`config.mk`:
```
export PLATFORM = sky130hd
export DESIGN_NAME = plad_decoder
export DESIGN_NICKNAME = d
export VERILOG_FILES = /design/src/common/plad_pkg.sv /design/src/core/plad_decoder.sv
export VERILOG_INCLUDE_DIRS = /design/src /design/src/common
export SDC_FILE = /design/constraint.sdc
export NUM_CORES = 1
export LEC_CHECK = 0
export ABC_AREA = 1
export BUFFER_PORTS_ARGS = -buffer_cell sky130_fd_sc_hd__buf_4
export CAP_MARGIN = 10
export CORE_MARGIN = 5
export CORE_UTILIZATION = 49
export CTS_CLUSTER_SIZE = 12
export DETAILED_ROUTE_END_ITERATION = 7
export GPL_ROUTABILITY_DRIVEN = 0
export HOLD_SLACK_MARGIN = 0.12
export PLACE_DENSITY = 0.84
export SLEW_MARGIN = 20
export SYNTH_ARGS = -nofsm -noshare
export SYNTH_HDL_FRONTEND = slang
export SYNTH_SLANG_ARGS = --single-unit
```
`constraint.sdc`:
```
create_clock -name core_clk -period 1.2 [get_ports core_clk]
set_input_delay 0.24 -clock core_clk [delete_from_list [all_inputs] [get_ports core_clk]]
set_output_delay 0.24 -clock core_clk [all_outputs]
set_load 0.01 [all_outputs]
```
`src/common/plad_map.svh`:
```
// Address map constants for the processor local address decoder.
// Assumes byte addresses of 32 bits with the target picked by the top byte, except in the 00 and ff regions, which compare the whole address.
`ifndef PLAD_MAP_SVH
`define PLAD_MAP_SVH

`define PLAD_INSTR_TCM_BASE    32'h0000_0000
`define PLAD_DATA_TCM_BASE     32'h0040_0000
`define PLAD_INSTR_TCM_BYTES   32'h0000_8000
`define PLAD_DATA_TCM_BYTES    32'h0001_0000
`define PLAD_COMM_U_BASE       32'h1000_0000
`define PLAD_TIMER_U_BASE      32'h1100_0000
`define PLAD_VIC_U_BASE        32'h1f00_0000
`define PLAD_COMM_B_BASE       32'h2000_0000
`define PLAD_TIMER_B_BASE      32'h2100_0000
`define PLAD_VIC_B_BASE        32'h2f00_0000
`define PLAD_DMA_U_BASE        32'h3000_0000
`define PLAD_DMA_B_BASE        32'h4000_0000
`define PLAD_HOLE0_BASE        32'h5000_0000
`define PLAD_SDRAM_A_BASE      32'h6000_0000
`define PLAD_SDRAM_B_BASE      32'h7000_0000
`define PLAD_HOLE1_BASE        32'h8000_0000
`define PLAD_FAB_B_BASE        32'he000_0000
`define PLAD_FAB_B_LAST        32'he600_0000
`define PLAD_HOLE2_BASE        32'he700_0000
`define PLAD_FAB_U_BASE        32'hf000_0000
`define PLAD_FAB_U_LAST        32'hf600_0000
`define PLAD_HOLE3_BASE        32'hf700_0000
`define PLAD_BOOT_BASE         32'hff00_0000
`define PLAD_HI_VECT_BASE      32'hffff_0000
`define PLAD_VIC_H_BASE        32'hffff_f000
`define PLAD_REMOTE_RAM_BYTES  32'h0100_0000
`define PLAD_SYS_RAM_IDX       3'h5

`endif

```
`src/common/plad_pkg.sv`:
```
// Types shared by the processor local address decoder.
// Assumes the constants of plad_map.svh give the address map.
package plad_pkg;

   typedef enum logic [3:0] {
      PLAD_TGT_NONE   = 4'h0,
      PLAD_TGT_INSTR_TIGHT_MEM   = 4'h1,
      PLAD_TGT_DATA_TIGHT_MEM   = 4'h2,
      PLAD_TGT_COMM   = 4'h3,
      PLAD_TGT_TIMER  = 4'h4,
      PLAD_TGT_VIC    = 4'h5,
      PLAD_TGT_DMA    = 4'h6,
      PLAD_TGT_SDRAM  = 4'h7,
      PLAD_TGT_FABRIC = 4'h8,
      PLAD_TGT_BOOT   = 4'h9,
      PLAD_TGT_ERROR  = 4'ha
   } plad_target_t;

   typedef enum logic [1:0] {
      PLAD_INIT_CPU   = 2'h0,
      PLAD_INIT_DMA   = 2'h1,
      PLAD_INIT_NBR   = 2'h2
   } plad_init_t;

   typedef struct packed {
      logic        valid;
      logic        write;
      plad_init_t  init;
      logic [31:0] addr;
   } plad_req_t;

   typedef struct packed {
      logic         valid;
      plad_target_t target;
      logic         buffered;
      logic         on_ahb;
      logic         via_dma;
      logic [2:0]   fab_index;
      logic         write;
      logic [31:0]  addr;
   } plad_sel_t;

endpackage : plad_pkg

```
`src/core/plad_decoder.sv`:
```
// Address decoder for one processing subsystem: steers each access to its target.
// Assumes requests come from logic on core_clk; one registered stage of latency.
`timescale 1ns/1ns
`include "plad_map.svh"

module plad_decoder
   import plad_pkg::*;
(
   input  wire logic      core_clk,       // Processor clock.
   input  wire logic      rstn,           // Asynchronous reset, active low.
   input  wire plad_req_t req_in,         // Incoming access request.
   input  wire logic      low_vect_set,   // Software pulse selecting low vectors.
   output plad_sel_t      sel_out,        // Registered target selection.
   output logic           bus_error,      // Registered error response pulse.
   output logic           high_exception_vectors // Vector location select.
);

   ////////////////////////////////////////////////////////////////////////////
   plad_sel_t    sel_next;
   plad_sel_t    sel_reg;
   logic         err_next;
   logic         err_reg;
   logic         hiv_reg;
   logic [7:0]   top;
   logic [31:0]  off;

   assign top = req_in.addr[31:24];

   always_comb begin
      off      = req_in.addr;
      sel_next = '0;
      sel_next.valid     = req_in.valid;
      sel_next.write     = req_in.write;
      sel_next.addr      = req_in.addr;
      sel_next.target    = PLAD_TGT_ERROR;
      if (req_in.init != PLAD_INIT_CPU) begin
         // Remote initiators only ever see system RAM in the low 16 MB.
         if (top == 8'h00) begin
            sel_next.target    = PLAD_TGT_FABRIC;
            sel_next.via_dma   = 1'b1;
            sel_next.fab_index = `PLAD_SYS_RAM_IDX;
            sel_next.addr      = req_in.addr & (`PLAD_REMOTE_RAM_BYTES - 32'h1);
         end
         else begin
            sel_next.target = PLAD_TGT_ERROR;
         end
      end
      else if (top == `PLAD_INSTR_TCM_BASE >> 24) begin
         if (req_in.addr < `PLAD_INSTR_TCM_BASE + `PLAD_INSTR_TCM_BYTES)
            sel_next.target = PLAD_TGT_INSTR_TIGHT_MEM;
         else if (req_in.addr >= `PLAD_DATA_TCM_BASE &&
                  req_in.addr < `PLAD_DATA_TCM_BASE + `PLAD_DATA_TCM_BYTES)
            sel_next.target = PLAD_TGT_DATA_TIGHT_MEM;
         else
            sel_next.target = PLAD_TGT_ERROR;
         off = req_in.addr;
      end
      else begin
         sel_next.on_ahb = 1'b1;
         if (req_in.addr >= `PLAD_VIC_H_BASE) begin
            sel_next.target = PLAD_TGT_VIC;
         end
         else if (top == `PLAD_BOOT_BASE >> 24) begin
            sel_next.target = PLAD_TGT_BOOT;
         end
         else if (top == `PLAD_COMM_U_BASE >> 24 || top == `PLAD_COMM_B_BASE >> 24) begin
            sel_next.target   = PLAD_TGT_COMM;
            sel_next.buffered = top[5];
         end
         else if (top == `PLAD_TIMER_U_BASE >> 24 || top == `PLAD_TIMER_B_BASE >> 24) begin
            sel_next.target   = PLAD_TGT_TIMER;
            sel_next.buffered = top[5];
         end
         else if (top == `PLAD_VIC_U_BASE >> 24 || top == `PLAD_VIC_B_BASE >> 24) begin
            sel_next.target   = PLAD_TGT_VIC;
            sel_next.buffered = top[5];
         end
         else if (top[7:4] == 4'h3 || top[7:4] == 4'h4) begin
            sel_next.target   = PLAD_TGT_DMA;
            sel_next.buffered = (top[7:4] == 4'h4);
         end
         else if (top[7:4] == 4'h6 || top[7:4] == 4'h7) begin
            sel_next.target   = PLAD_TGT_SDRAM;
            sel_next.via_dma  = 1'b1;
            sel_next.buffered = (top[7:4] == 4'h6);
         end
         else if (req_in.addr >= `PLAD_FAB_B_BASE && req_in.addr < `PLAD_HOLE2_BASE) begin
            sel_next.target    = PLAD_TGT_FABRIC;
            sel_next.via_dma   = 1'b1;
            sel_next.buffered  = 1'b1;
            sel_next.fab_index = top[2:0];
         end
         else if (req_in.addr >= `PLAD_FAB_U_BASE && req_in.addr < `PLAD_HOLE3_BASE) begin
            sel_next.target    = PLAD_TGT_FABRIC;
            sel_next.via_dma   = 1'b1;
            sel_next.fab_index = top[2:0];
         end
         else begin
            sel_next.target = PLAD_TGT_ERROR;
            sel_next.on_ahb = 1'b0;
         end
      end
      // An error reaches no target, so no write lands anywhere.
      err_next = req_in.valid && (sel_next.target == PLAD_TGT_ERROR);
      if (sel_next.target == PLAD_TGT_ERROR) begin
         sel_next.valid   = 1'b0;
         sel_next.on_ahb  = 1'b0;
         sel_next.via_dma = 1'b0;
      end
      if (off != req_in.addr)
         sel_next.addr = off;
   end

   ////////////////////////////////////////////////////////////////////////////
   always_ff @(posedge core_clk or negedge rstn) begin
      if (!rstn) begin
         sel_reg <= '0;
         err_reg <= 1'b0;
      end
      else begin
         sel_reg <= sel_next;
         err_reg <= err_next;
      end
   end

   // High vectors hold from reset until software asks for low ones.
   always_ff @(posedge core_clk or negedge rstn) begin
      if (!rstn)
         hiv_reg <= 1'b1;
      else if (low_vect_set)
         hiv_reg <= 1'b0;
   end

   assign sel_out                = sel_reg;
   assign bus_error              = err_reg;
   assign high_exception_vectors = hiv_reg;

endmodule : plad_decoder

```
==> summary.md <==
| Metric | Value |
|---|---|
| Clock transition at path regs | 0.15 ns |
| Setup ws final | -0.2160 ns |
| Vias in the first global route | 1809 |
| Core area | 3416 um^2 |
| Die X | 69.94 um |
| CTS tree | yes |
| Status | finished, violations left |
| CTS Buffer Depth | 2 |
| Drt drc | 0 |
| Worst skew pair latency | 0.39 ns |
| Pleak | 1.534 nW |
| Root buf cell | clkbuf_4 |
| 1st-iter DRT viols | 216 |
| Dpl cell area | 2515 um^2 |
| Die ar. | 4892 um^2 |
| Worst Hold Path EP | sel_out[38] |
| Final hold slack | 0.2255 ns |
| CTS H-tree lvls | 2 |
| Area Growth Syn to Fin | 71.14% |
| Worst-Margin Slew | 0.5590 ns |
| DP Wirelength | 3520 um |
| Starting Density | 0.5154 |
| Hold Path Depth | 4 |
| Post-Layout Inst Area | 3013 um^2 |
| Gr ovfl total | 0 |
| Mapped cell area | 1760 um^2 |
| Fillers | 144 |
| Layout cells sized above 1 | 0.4917 |
| Diodes inserted | 0 |
| Worst Hold Launch | req_in[28] |
| Critical path fanouts, max | 5 |
| End of the worst register-to-register path | high_exception_vectors |
| Worst path arrival time | 1.71 ns |
| Reg2reg start | high_exception_vectors |
| Antenna viol nets, final | 0 |
| Syn_area_per_cell | 10.61 um^2 |
| DR WL/cell | 21.55 um |
| Tcrit/Tclk final | 1.180 |
| Gr usage total | 0.2673 |
| Max-slew headroom | 0.6274 |
| DRT Pass-1 Iters | 5 |
| # IOs | 85 |
| Reg2Reg Setup Slack | 0.24 ns |
| Buffers on Ports | 84 |
| Die Y | 69.94 um |
| Fin Clk Skew | 0 ns |
| Vias/cell | 5.461 |
| Drt total wl | 7479 um |
| Routed via count | 1895 |
| Yosys cell types | 27 |
| Cts bufs inserted | 5 |
| Syn. warnings | 0 |
| Fmax | 706.2 MHz |
| Nets | 339 |
| Violated checks | negative setup slack |
| Yosys reg bits | 46 |
| FF-to-FF path depth | 3 |
| Clk sink count | 46 |
| Mapped Cells | 166 |
| VDD IR-drop max | 0.7460 mV |
| Row Count | 21 |
| HP Class | in -> reg |
| Crit path capture type | register |
| Fin crit period | 1.416 ns |
| Initial antenna violation count | 0 |
| Syn Nets | 205 |
| Pwr dens | 1002 nW/um^2 |
| Max_cap viols | 0 |
| Startpoint Class | input port |
| Critical path class | in -> reg |
| Register area share after synthesis | 0.6546 |
| Largest net degree at the start of global routing | 47 |
| # setup viols final | 5 |
| Slew Viols, Final | 0 |
| Pre-CTS WS | -0.2396 ns |
| Critical path required time | 1.49 ns |
| First-pass GRT wire length | 9970 um |
| RSZ-0062 raised after global routing | yes |
| Final hold vios | 0 |
[flip-flops by register name (all words and copies together), names as in the netlist]
register / count
bus_error: 1
high_exception_vectors: 1
sel_out: 44
[worst max-delay path, cell delays in order]
cell,delay (ns)
buf_4,0.13
nor2_1,0.23
nand2_2,0.13
nor2_4,0.20
inv_2,0.08
nand2_2,0.09
nand3_2,0.13
o21ai_2,0.14
nand2_2,0.13
nor2_4,0.13
nor2_1,0.08
[per-layer routing]
metal,vias to the layer above,part of all wire,global-route usage
li1,773,-,-
met5,-,0,0
met3,34,0.11,0.09469
met1,907,0.37,0.3168
met2,181,0.48,0.4439
met4,0,0.047,0.1043
[Yosys cell counts]
cell type      number  share of area
nor4_1              1         0.0036
nor2_4              3          0.019
a21oi_2             1         0.0050
nand3b_1            1         0.0043
buf_6               1         0.0064
o21bai_2            1         0.0064
nand2_2             8          0.028
o21ai_2             2          0.010
nand3_2             4          0.023
a21oi_1             5          0.014
or2_2               1         0.0036
inv_2               7          0.015
clkbuf_1            7          0.015
dfrtp_1            45           0.64
a31oi_1             1         0.0036
nor2_1             21          0.045
o21ai_0             1         0.0028
nor2_2              6          0.021
dlygate4sd1_1       1         0.0050
nand4_1             1         0.0036
dfstp_2             1          0.015
inv_1              13          0.028
nor3_1              1         0.0028
nand3_1             6          0.017
nor3_2              1         0.0057
o31ai_1             1         0.0043
nand2_1            25          0.053
[cells in the final DEF (no fill, tap or decap)]
master,count
dfstp_2,1
or2_2,1
dfrtp_1,45
nor2_4,6
buf_6,11
o21bai_2,1
nand3_1,5
clkinvlp_4,1
clkinv_4,1
nand2_1,25
nor2_2,7
clkbuf_4,5
buf_4,89
a31oi_1,1
inv_2,7
nand2_2,8
nand3_2,5
a21oi_1,5
nor3_2,1
nor3_1,1
nor4_1,1
inv_1,13
nand4_1,1
nor2_1,17
o21ai_0,1
nand3b_1,1
o21ai_2,2
a21oi_2,1
clkinv_2,1
dlygate4sd3_1,36
o31ai_1,1
[worst max path at each step]
| stage | startpoint | to | depth (start not counted) |
|---|---|---|---|
| 6_report | req_in[28] | sel_out[37] | 11 |
| 5_1_grt | req_in[28] | sel_out[37] | 11 |
| 4_1_cts | high_exception_vectors | high_exception_vectors | 1 |
| 3_5_place_dp | req_in[26] | sel_out[43] | 11 |
| 3_3_place_gp | req_in[26] | sel_out[43] | 11 |
| 2_1_floorplan | req_in[24] | sel_out[37] | 11 |
[what timing repair did]
| item | in CTS | in global routing |
|---|---|---|
| pin swaps | 0 | 1 |
| setup endpoints to repair | 1 | 16 |
| gates resized for setup | 1 | 16 |
| endpoints found under the hold margin | 79 | 1 |
| buffers inserted | 0 | 2 |
| hold buffers | 35 | 1 |
[through the flow]
stage	util	cells	power [mW]	TNS [ns]
2_1_floorplan	-	166	1.810	-0.006414
3_3_place_gp	0.7363	301	2.084	-0.7003
3_5_place_dp	0.7363	301	2.098	-1.075
4_1_cts	0.8571	344	2.913	-0.06945
5_1_grt	0.8821	347	3.118	-0.9042
6_report	0.8821	347	3.019	-0.6650
[final cells by class]
cell class | count | area (um^2) | share of cell area
well taps | 46 | 57.56 | 0.01910
multi-input cells | 91 | 516.7 | 0.1715
flip-flops and latches | 46 | 1152 | 0.3825
clock buffers | 5 | 37.54 | 0.01246
clock inverters | 3 | 21.27 | 0.007060
repair buffers | 136 | 1152 | 0.3825
inverters | 20 | 75.07 | 0.02492
[where the power goes]
group | internal (mW) | switching [mW]
clock | 0.229 | 0.558
sequential | 1.62 | 0.0322
combinational | 0.306 | 0.277
[logic make-up (layout without fill, tap and decap cells)]
logic type / Yosys count / count (layout) / share of synthesized area
DFF: 46 / 46 / 0.6546
and+or+nand+nor: 79 / 79 / 0.2303
buffers and inverters: 29 / 164 / 0.06895
AOI/OAI and AO/OA: 12 / 12 / 0.04620
Power figures use the tool's default switching activity.
